$ cat config.mk
export PLATFORM = sky130hd
export DESIGN_NAME = pcs_top
export DESIGN_NICKNAME = d
export VERILOG_FILES = /design/src/hdl/pcs_pkg.sv /design/src/hdl/pcs_stack_mem.sv /design/src/hdl/pcs_top.sv
export VERILOG_INCLUDE_DIRS = /design/src /design/src/hdl
export SDC_FILE = /design/constraint.sdc
export NUM_CORES = 1
export LEC_CHECK = 0
export BUFFER_PORTS_ARGS = -buffer_cell sky130_fd_sc_hd__buf_2
export CORE_ASPECT_RATIO = 1.25
export CORE_MARGIN = 5
export CORE_UTILIZATION = 35
export CTS_CLUSTER_SIZE = 25
export DETAILED_ROUTE_END_ITERATION = 7
export PLACE_DENSITY_LB_ADDON = 0.2
export SYNTH_ARGS = -nofsm -noshare
export SYNTH_HDL_FRONTEND = slang
export SYNTH_SLANG_ARGS = --single-unit
$ cat constraint.sdc
create_clock -name clock -period 3.8 [get_ports clock]
set_input_delay 0.38 -clock clock [delete_from_list [all_inputs] [get_ports clock]]
set_output_delay 0.38 -clock clock [all_outputs]
set_load 0.005 [all_outputs]
$ cat src/hdl/pcs_defines.svh
// Offsets, field positions and reset values of the program counter and return stack unit.
`ifndef PCS_DEFINES_SVH
`define PCS_DEFINES_SVH
`define PCS_OFF_STATUS_FLAGS_SHADOW 12'hfe4
`define PCS_OFF_WORK_SHAD 12'hfe5
`define PCS_OFF_BANK_SHAD 12'hfe6
`define PCS_OFF_LATCH_SHAD 12'hfe7
`define PCS_OFF_P0L_SHAD 12'hfe8
`define PCS_OFF_P0H_SHAD 12'hfe9
`define PCS_OFF_P1L_SHAD 12'hfea
`define PCS_OFF_P1H_SHAD 12'hfeb
`define PCS_OFF_INDEX 12'hfed
`define PCS_OFF_TOP_LOW 12'hfee
`define PCS_OFF_TOP_HIGH 12'hfef
`define PCS_OFF_CTRL 12'hfe0
`define PCS_OFF_PC_LOW 12'hfe1
`define PCS_OFF_PC_LATCH 12'hfe2
`define PCS_IDX_RESET 5'h1f
`define PCS_IDX_TOP 5'h0f
`define PCS_IDX_EMPTY 5'h1f
`define PCS_IDX_ONE 5'h01
`define PCS_PC_ONE 15'h0001
`define PCS_PC_RESET 15'h0000
`define PCS_BYTE_RESET 8'h00
`define PCS_STATUS_MASK 8'h07
`define PCS_BANK_MASK 8'h1f
`define PCS_HIGH_MASK 8'h7f
`define PCS_CTRL_FAULT_EN 0
`define PCS_CTRL_OVF 1
`define PCS_CTRL_UNF 2
`endif

$ cat src/hdl/pcs_pkg.sv
// Types shared by the program counter and return stack unit.
package pcs_pkg;
  typedef enum logic [3:0] {
    pcs_op_none = 4'h0,
    pcs_op_seq = 4'h1,
    pcs_op_call = 4'h2,
    pcs_op_computed_call_op = 4'h3,
    pcs_op_brw = 4'h4,
    pcs_op_bra = 4'h5,
    pcs_op_ret = 4'h6,
    pcs_op_return_with_literal_op = 4'h7,
    pcs_op_return_from_interrupt_op = 4'h8,
    pcs_op_vector = 4'h9,
    pcs_op_pcl_write = 4'ha
  } pcs_op_t;

  typedef struct packed {
    pcs_op_t op;
    logic [10:0] operand;
    logic [14:0] vector;
    logic [7:0] work;
    logic [7:0] pcl_data;
  } pcs_cmd_t;

  typedef struct packed {
    logic [7:0] status;
    logic [7:0] work;
    logic [7:0] bank;
    logic [7:0] latch;
    logic [7:0] p0l;
    logic [7:0] p0h;
    logic [7:0] p1l;
    logic [7:0] p1h;
  } pcs_ctx_t;

  typedef struct packed {
    logic cyc;
    logic stb;
    logic we;
    logic [11:0] adr;
    logic [3:0] sel;
    logic [31:0] dat;
  } pcs_wb_req_t;

  typedef enum logic [1:0] {
    pcs_st_idle = 2'b00,
    pcs_st_ack = 2'b01
  } pcs_bus_st_t;
endpackage

$ cat src/hdl/pcs_stack_mem.sv
// Sixteen-entry by 15-bit return stack storage with one write and one read port.
`timescale 1ns/1ns
module pcs_stack_mem (
  input wire logic clock, // Core clock.
  input wire logic we, // Write strobe.
  input wire logic [3:0] waddr, // Write entry.
  input wire logic [14:0] wdata, // Write value.
  input wire logic [3:0] raddr, // Read entry.
  output logic [14:0] rdata // Read value, combinational.
);
  logic [14:0] mem [16];

  always_ff @(posedge clock) begin
    if (we) begin
      mem[waddr] <= wdata;
    end
  end

  assign rdata = mem[raddr];
endmodule // pcs_stack_mem

$ cat src/hdl/pcs_top.sv
// Program counter sequencing, return stack and context shadows with a Wishbone slave.
//
// Overview of operation
// - 15-bit counter; low byte register, upper seven bits from the upper latch.
// - Every reset clears the whole program counter.
// - Writing the low byte also loads the upper bits from the latch.
// - Direct call: low byte and bits 10:8 from operand, 14:11 from latch.
// - Computed call: low byte from working value, upper part from latch.
// - Branch by working value: incremented address plus unsigned working value.
// - Relative branch: incremented address plus signed operand bits 8:0.
// - Sixteen entry, fifteen bit stack outside program and data spaces.
// - Calls and vectoring push; returns pop.
// - Push and pop leave the upper latch unchanged.
// - With fault reset disabled the stack wraps circularly.
// - Overflow and underflow flags set whether or not fault reset enabled.
// - Stack index selects the entry the top-of-stack window accesses.
// - Stack index is five bits wide to detect overflow and underflow.
// - Push increments then stores; pop reads then decrements.
// - Top-of-stack is a readable, writable high and low register pair.
// - Shadows exist for both pointer pairs, working, bank and latch.
// - With fault reset enabled, overflow or underflow requests reset and sets flag.
`timescale 1ns/1ns
`include "pcs_defines.svh"
module pcs_top (
  input wire logic clock, // Core clock, 50 MHz.
  input wire logic nrst, // Asynchronous reset, active low.
  input wire pcs_pkg::pcs_cmd_t cmd, // Sequencing command from decode.
  input wire pcs_pkg::pcs_ctx_t ctx_in, // Live context to save on vectoring.
  input wire logic [7:0] latch_in, // Live upper latch value from the core.
  input wire pcs_pkg::pcs_wb_req_t wb_req, // Wishbone request.
  output logic [31:0] wb_dat_o, // Wishbone read data.
  output logic wb_ack_o, // Wishbone acknowledge.
  output logic [14:0] pc, // Program counter, fetch address.
  output pcs_pkg::pcs_ctx_t ctx_restore, // Shadow context for restoring.
  output logic ctx_restore_valid, // One-cycle pulse on interrupt return.
  output logic fault_reset_req // One-cycle stack fault reset request.
);
  import pcs_pkg::*;

  logic [14:0] pc_q;
  logic [14:0] pc_d;
  logic [4:0] idx_q;
  logic [7:0] latch_q;
  logic fault_en_q;
  logic ovf_q;
  logic unf_q;
  pcs_ctx_t shad_q;
  logic restore_q;
  logic fault_q;
  logic [31:0] rdat_q;
  logic ack_q;
  logic [14:0] stk_rdata;
  logic [14:0] stk_wdata;
  logic [3:0] stk_waddr;
  logic stk_we;
  logic [4:0] idx_inc;
  logic [4:0] idx_dec;
  logic is_push;
  logic is_pop;
  logic push_ovf;
  logic pop_unf;
  logic bus_req;
  logic bus_wr;
  logic bus_rd;
  logic [7:0] bus_byte;
  logic [14:0] pc_inc;
  logic [14:0] stk_top;

  assign pc_inc = pc_q + `PCS_PC_ONE;
  assign idx_inc = idx_q + `PCS_IDX_ONE;
  assign idx_dec = idx_q - `PCS_IDX_ONE;
  assign is_push = (cmd.op == pcs_op_call) || (cmd.op == pcs_op_computed_call_op) ||
                   (cmd.op == pcs_op_vector);
  assign is_pop = (cmd.op == pcs_op_ret) || (cmd.op == pcs_op_return_with_literal_op) ||
                  (cmd.op == pcs_op_return_from_interrupt_op);
  // Full and empty detection on the five-bit index.
  assign push_ovf = is_push && (idx_q == `PCS_IDX_TOP);
  assign pop_unf = is_pop && (idx_q == `PCS_IDX_EMPTY);

  assign bus_req = wb_req.cyc && wb_req.stb && !ack_q;
  // A write lands at the edge where the master sees ack, not at the taking edge.
  assign bus_wr = wb_req.cyc && wb_req.stb && ack_q && wb_req.we && wb_req.sel[0];
  assign bus_rd = bus_req && !wb_req.we;
  assign bus_byte = wb_req.dat[7:0];

  // Push stores at the incremented index; the window follows the index.
  always_comb begin
    stk_we = 1'b0;
    stk_waddr = idx_inc[3:0];
    stk_wdata = pc_inc;
    if (is_push) begin
      stk_we = 1'b1;
    end else if (bus_wr && wb_req.adr == `PCS_OFF_TOP_LOW) begin
      // Low byte write into selected entry.
      stk_we = 1'b1;
      stk_waddr = idx_q[3:0];
      stk_wdata = {stk_rdata[14:8], bus_byte};
    end else if (bus_wr && wb_req.adr == `PCS_OFF_TOP_HIGH) begin
      stk_we = 1'b1;
      stk_waddr = idx_q[3:0];
      stk_wdata = {bus_byte[6:0], stk_rdata[7:0]};
    end
  end

  // Window reads the entry the index selects.
  pcs_stack_mem u_mem (
    .clock(clock),
    .we(stk_we),
    .waddr(stk_waddr),
    .wdata(stk_wdata),
    .raddr(idx_q[3:0]),
    .rdata(stk_rdata)
  );
  assign stk_top = stk_rdata;

  always_comb begin
    pc_d = pc_q;
    case (cmd.op)
      pcs_op_seq: pc_d = pc_inc;
      pcs_op_call: pc_d = {latch_q[6:3], cmd.operand};
      pcs_op_computed_call_op: pc_d = {latch_q[6:0], cmd.work};
      pcs_op_brw: pc_d = pc_inc + {7'h00, cmd.work};
      pcs_op_bra: pc_d = pc_inc + {{6{cmd.operand[8]}}, cmd.operand[8:0]};
      // Pop reads the entry before the index moves.
      pcs_op_ret, pcs_op_return_with_literal_op, pcs_op_return_from_interrupt_op: pc_d = stk_top;
      pcs_op_vector: pc_d = cmd.vector;
      // Low byte write loads upper bits from the latch together.
      pcs_op_pcl_write: pc_d = {latch_q[6:0], cmd.pcl_data};
      default: pc_d = pc_q;
    endcase
    if (bus_wr && wb_req.adr == `PCS_OFF_PC_LOW) begin
      pc_d = {latch_q[6:0], bus_byte};
    end
  end

  always_ff @(posedge clock or negedge nrst) begin
    if (!nrst) begin
      pc_q <= `PCS_PC_RESET;
    end else begin
      // A fault restarts the counter as a reset would.
      if (fault_en_q && (push_ovf || pop_unf)) begin
        pc_q <= `PCS_PC_RESET;
      end else begin
        pc_q <= pc_d;
      end
    end
  end

  // Latch follows only the core and the bus, never the stack.
  always_ff @(posedge clock or negedge nrst) begin
    if (!nrst) begin
      latch_q <= `PCS_BYTE_RESET;
    end else if (bus_wr && wb_req.adr == `PCS_OFF_PC_LATCH) begin
      latch_q <= bus_byte & `PCS_HIGH_MASK;
    end else begin
      latch_q <= latch_in & `PCS_HIGH_MASK;
    end
  end

  always_ff @(posedge clock or negedge nrst) begin
    if (!nrst) begin
      idx_q <= `PCS_IDX_RESET;
    end else if (fault_en_q && (push_ovf || pop_unf)) begin
      idx_q <= `PCS_IDX_RESET;
    end else if (is_push) begin
      // Wraps through the four-bit entry address.
      idx_q <= {1'b0, idx_inc[3:0]};
    end else if (is_pop) begin
      idx_q <= (idx_q == `PCS_IDX_EMPTY) ? `PCS_IDX_TOP : idx_dec;
    end else if (bus_wr && wb_req.adr == `PCS_OFF_INDEX) begin
      idx_q <= bus_byte[4:0];
    end
  end

  // Sticky flags; a new event wins over a software clear.
  always_ff @(posedge clock or negedge nrst) begin
    if (!nrst) begin
      ovf_q <= 1'b0;
      unf_q <= 1'b0;
      fault_en_q <= 1'b0;
    end else begin
      if (bus_wr && wb_req.adr == `PCS_OFF_CTRL) begin
        fault_en_q <= bus_byte[`PCS_CTRL_FAULT_EN];
      end
      if (push_ovf) begin
        ovf_q <= 1'b1;
      end else if (bus_wr && wb_req.adr == `PCS_OFF_CTRL && bus_byte[`PCS_CTRL_OVF]) begin
        ovf_q <= 1'b0;
      end
      if (pop_unf) begin
        unf_q <= 1'b1;
      end else if (bus_wr && wb_req.adr == `PCS_OFF_CTRL && bus_byte[`PCS_CTRL_UNF]) begin
        unf_q <= 1'b0;
      end
    end
  end

  always_ff @(posedge clock or negedge nrst) begin
    if (!nrst) begin
      fault_q <= 1'b0;
    end else begin
      fault_q <= fault_en_q && (push_ovf || pop_unf);
    end
  end

  // Context save on vectoring and bus access to shadows.
  always_ff @(posedge clock or negedge nrst) begin
    if (!nrst) begin
      shad_q <= '0;
    end else if (cmd.op == pcs_op_vector) begin
      shad_q <= ctx_in;
      shad_q.status <= ctx_in.status & `PCS_STATUS_MASK;
      shad_q.bank <= ctx_in.bank & `PCS_BANK_MASK;
      shad_q.latch <= ctx_in.latch & `PCS_HIGH_MASK;
    end else if (bus_wr) begin
      case (wb_req.adr)
        `PCS_OFF_STATUS_FLAGS_SHADOW: shad_q.status <= bus_byte & `PCS_STATUS_MASK;
        `PCS_OFF_WORK_SHAD: shad_q.work <= bus_byte;
        `PCS_OFF_BANK_SHAD: shad_q.bank <= bus_byte & `PCS_BANK_MASK;
        `PCS_OFF_LATCH_SHAD: shad_q.latch <= bus_byte & `PCS_HIGH_MASK;
        `PCS_OFF_P0L_SHAD: shad_q.p0l <= bus_byte;
        `PCS_OFF_P0H_SHAD: shad_q.p0h <= bus_byte;
        `PCS_OFF_P1L_SHAD: shad_q.p1l <= bus_byte;
        `PCS_OFF_P1H_SHAD: shad_q.p1h <= bus_byte;
        default: shad_q <= shad_q;
      endcase
    end
  end

  always_ff @(posedge clock or negedge nrst) begin
    if (!nrst) begin
      restore_q <= 1'b0;
    end else begin
      restore_q <= (cmd.op == pcs_op_return_from_interrupt_op);
    end
  end

  // Single-wait slave: ack one cycle after the request, dropped the next cycle.
  always_ff @(posedge clock or negedge nrst) begin
    if (!nrst) begin
      ack_q <= 1'b0;
      rdat_q <= '0;
    end else begin
      ack_q <= bus_req;
      if (bus_rd) begin
        case (wb_req.adr)
          `PCS_OFF_STATUS_FLAGS_SHADOW: rdat_q <= {24'h000000, shad_q.status};
          `PCS_OFF_WORK_SHAD: rdat_q <= {24'h000000, shad_q.work};
          `PCS_OFF_BANK_SHAD: rdat_q <= {24'h000000, shad_q.bank};
          `PCS_OFF_LATCH_SHAD: rdat_q <= {24'h000000, shad_q.latch};
          `PCS_OFF_P0L_SHAD: rdat_q <= {24'h000000, shad_q.p0l};
          `PCS_OFF_P0H_SHAD: rdat_q <= {24'h000000, shad_q.p0h};
          `PCS_OFF_P1L_SHAD: rdat_q <= {24'h000000, shad_q.p1l};
          `PCS_OFF_P1H_SHAD: rdat_q <= {24'h000000, shad_q.p1h};
          `PCS_OFF_INDEX: rdat_q <= {27'h0, idx_q};
          `PCS_OFF_TOP_LOW: rdat_q <= {24'h000000, stk_top[7:0]};
          `PCS_OFF_TOP_HIGH: rdat_q <= {25'h0, stk_top[14:8]};
          `PCS_OFF_CTRL: rdat_q <= {29'h0, unf_q, ovf_q, fault_en_q};
          // Only the low byte of the counter is visible.
          `PCS_OFF_PC_LOW: rdat_q <= {24'h000000, pc_q[7:0]};
          `PCS_OFF_PC_LATCH: rdat_q <= {24'h000000, latch_q};
          default: rdat_q <= '0;
        endcase
      end else begin
        rdat_q <= '0;
      end
    end
  end

  assign pc = pc_q;
  assign wb_ack_o = ack_q;
  assign wb_dat_o = rdat_q;
  assign ctx_restore = shad_q;
  assign ctx_restore_valid = restore_q;
  assign fault_reset_req = fault_q;
endmodule // pcs_top

==> flow_metrics.tcl <==
set metrics [dict create \
    outcome "finished, final reports clean" \
    cts_tree "built" \
    clkTransAtPathRegs_ns 0.06 \
    cpMaxStageDelayCell "a21oi_1" \
    synth.most_common_cell "edfxtp_1" \
    fin_skew_ns 0.02785 \
    max_freq_mhz 293.9 \
    clkPwrFrac 0.282 \
    cts_buffers 35 \
    min_from "ctx_in[53]" \
    rsz0062_at_grt "no" \
    slowest_delay_ns 0.97 \
    grt_pass1_wl_mm 84.70 \
    crit_type "flip-flop to flip-flop" \
    p_int_mw 7.869 \
    ys_warn_count 0 \
    avgSynthCellArea_um2 12.21 \
    areaGrowthSynthToFinish_pct 19.22 \
    startpoint "idx_q[0]" \
    drc 0 \
    synth_top_area_share 0.4227 \
    port_buffers 214 \
    combPwrFrac 0.306 \
    start_kind "flip-flop" \
    finalMaxSlewViolations 0 \
    fill_cells 4557 \
    grt_use_total 0.2081 \
    finalPower_mw 11.78 \
    crit_fanout 21 \
    dieHeight_um 256.8 \
    maxCapViolCount 0 \
    leakage_nw 7.689 \
    first_pass_iters 5 \
    io_pins 285 \
    wl_per_cell_um 24.64 \
    overflow 0 \
    grt_max_degree 60 \
    finalHoldViolCount 0 \
    clock_latency_ns 0.54 \
    rows 90 \
    end_kind "flip-flop" \
    place_congestion 0.9546 \
    yosysTopAreaCell "edfxtp_1" \
    powerDensity_nw_per_um2 579.4 \
    cp_cell_sequence "buf_12 -> buf_4 -> mux4_2 -> mux2i_1 -> nand2_1 -> o21ai_1 -> nor2_1 -> a21oi_1 -> a21oi_1" \
    synth_edf_count 240 \
    setup-violations-final 0 \
    clock_sinks 336 \
    ys_seq_area_frac 0.5640 \
    first_iter_violations 968 \
    via_count 12860 \
    routed_wl_mm 57.41 \
    drive_above_1_share 0.2754 \
    grt_pass1_vias 13000 \
    die-area_um2 53250 \
    finalCriticalPeriod_ns 3.402 \
    synth_area_leaders "edfxtp_1, dfrtp_1, mux4_2" \
    path_delay_family "compound AO/OA/AOI/OAI gates" \
    fin_setup_tns_ns 0 \
    netlist_area_um2 17050 \
    synth_common_cells "edfxtp_1, nand2_1, nor2_1" \
    clk_path_buf_depth 3 \
    critical_path_arrival_ns 3.55 \
    fin_crit_sh 0.8953 \
    coreArea_um2 48310 \
    synthCells 1396 \
    start_util 0.3529 \
    hpwl_mm 41.53 \
    crit_buf_inv 2 \
    antenna_found_initial 1 \
    rr_startpoint "idx_q[0]" \
    root_buffer "clkbuf_16" \
    async_reset_ff_frac 0.2857 \
    critPathRequiredTime_ns 3.95 \
    p_seq_frac 0.412 \
    worst_slew_pin_slew_ns 1.301 \
    utilization 0.4207 \
    cts_setup_buffers 0 \
    synth_cell_types 76 \
    relSlewSlack 0.1326 \
    ir_worst_vdd_uv 340.1 \
    vias_per_cell 5.518 \
    crit_top_cell "a21oi_1" \
    p_switching_mw 3.908 \
    num-nets-final 1848 \
    swShare 0.3318 \
    postRouteAntennaNets 0 \
    ys.flop_type "edfxtp_1" \
    ys_ff_latch 336 \
    fp.dieW_um 207.4 \
    hp-class "input pin to flip-flop" \
    htreeDepth 2 \
]
cell type report:
type | instances | area [um2] | area share
multi-input combinational | 954 | 6854 | 0.3372
timing repair buffer | 311 | 1879 | 0.09246
tap | 644 | 805.8 | 0.03964
inverter | 20 | 75.07 | 0.003693
clock inverter | 20 | 160.2 | 0.007879
antenna | 1 | 2.502 | 0.0001231
clock buffer | 44 | 929.6 | 0.04574
sequential | 336 | 9619 | 0.4733
cell usage in the layout (no fill, tap or decap), drive strengths merged, types with 9 or more instances in the layout:
| cell | n |
|---|---|
| dfrtp | 91 |
| a22oi | 23 |
| buf | 310 |
| mux4 | 64 |
| ha | 18 |
| conb | 33 |
| o21ai | 117 |
| clkinv | 13 |
| edfxtp | 240 |
| nor2b | 9 |
| a221oi | 10 |
| clkbuf | 44 |
| mux2i | 83 |
| inv | 21 |
| nor3 | 23 |
| nand2 | 166 |
| a31oi | 9 |
| a21oi | 80 |
| and3 | 10 |
| o221ai | 10 |
| xnor2 | 18 |
| nand3 | 27 |
| xor2 | 13 |
| o211ai | 10 |
| mux2 | 19 |
| nor2 | 113 |
through the flow:
stage,cell area (um2),setup WS [ns],std cells,hold WS [ns]
2_1_floorplan,17170,0.4386,1428,0.08441
3_3_place_gp,19220,0.3066,2264,0.4367
3_5_place_dp,19220,0.2780,2264,0.4453
4_1_cts,20320,0.4360,2329,0.03652
5_1_grt,20330,0.1944,2330,0.05664
6_report,20330,0.3980,2330,0.05603
worst paths after layout:
| kind | depth (start not counted) | to | slack (ns) |
|---|---|---|---|
| max in group asynchronous | 3 | idx_q[4] | 2.52 |
| min | 3 | ctx_restore[53] | 0.06 |
| min in group asynchronous | 2 | ctx_restore[34] | 0.43 |
| max reg2reg | 9 | u_mem.mem[0][10] | 0.40 |
| max | 9 | u_mem.mem[0][10] | 0.40 |
| min reg2reg | 1 | wb_ack_o | 0.47 |
cells by family after synthesis:
group	synth area share
AO/OA/AOI/OAI	0.1191
XOR/XNOR	0.01593
adder cells (fa/ha/maj)	0.01438
buffers and inverters	0.04147
flip-flops	0.5640
multiplexers	0.1465
other	0.0002200
AND/OR/NAND/NOR	0.09842
power groups by stage:
stage	Combinational, mW	Sequential [mW]	Clock (mW)
after CTS	3.61	4.86	3.40
final	3.60	4.86	3.32
after detailed placement	3.60	4.93	0
after floorplan	2.23	4.74	0
after global routing	3.90	4.89	3.54
after global placement	3.57	4.92	0
flip-flops by register name, indices dropped and copies added (netlist names):
| signal | cells |
|---|---|
| u_mem.mem | 240 |
| ctx_restore | 55 |
| pc | 15 |
| wb_dat_o | 8 |
| latch_q | 7 |
| idx_q | 5 |
| ctx_restore_valid | 1 |
| fault_en_q | 1 |
| fault_reset_req | 1 |
| ovf_q | 1 |
| unf_q | 1 |
| wb_ack_o | 1 |
timing repair:
item	CTS	global route
hold buffers	1	0
endpoints found under the hold margin	45	0
resized for setup	0	0
worst reg2reg max path, cell delays in order (launching register included):
cell and delay (ns):
dfstp_4 0.86, buf_12 0.29, buf_4 0.21, mux4_2 0.21
mux2i_1 0.12, nand2_1 0.10, o21ai_1 0.08, nor2_1 0.11
a21oi_1 0.05, a21oi_1 0.97
layer usage:
metal  GRT usage  routed length [um]  up-vias
li1            -                   -     5757
met1      0.2549               22400     6428
met2      0.3624               28900      518
met3     0.03423                3471      153
met4     0.09204                2651        0
met5           0                   0        -
(Power assumes the default switching activity.)
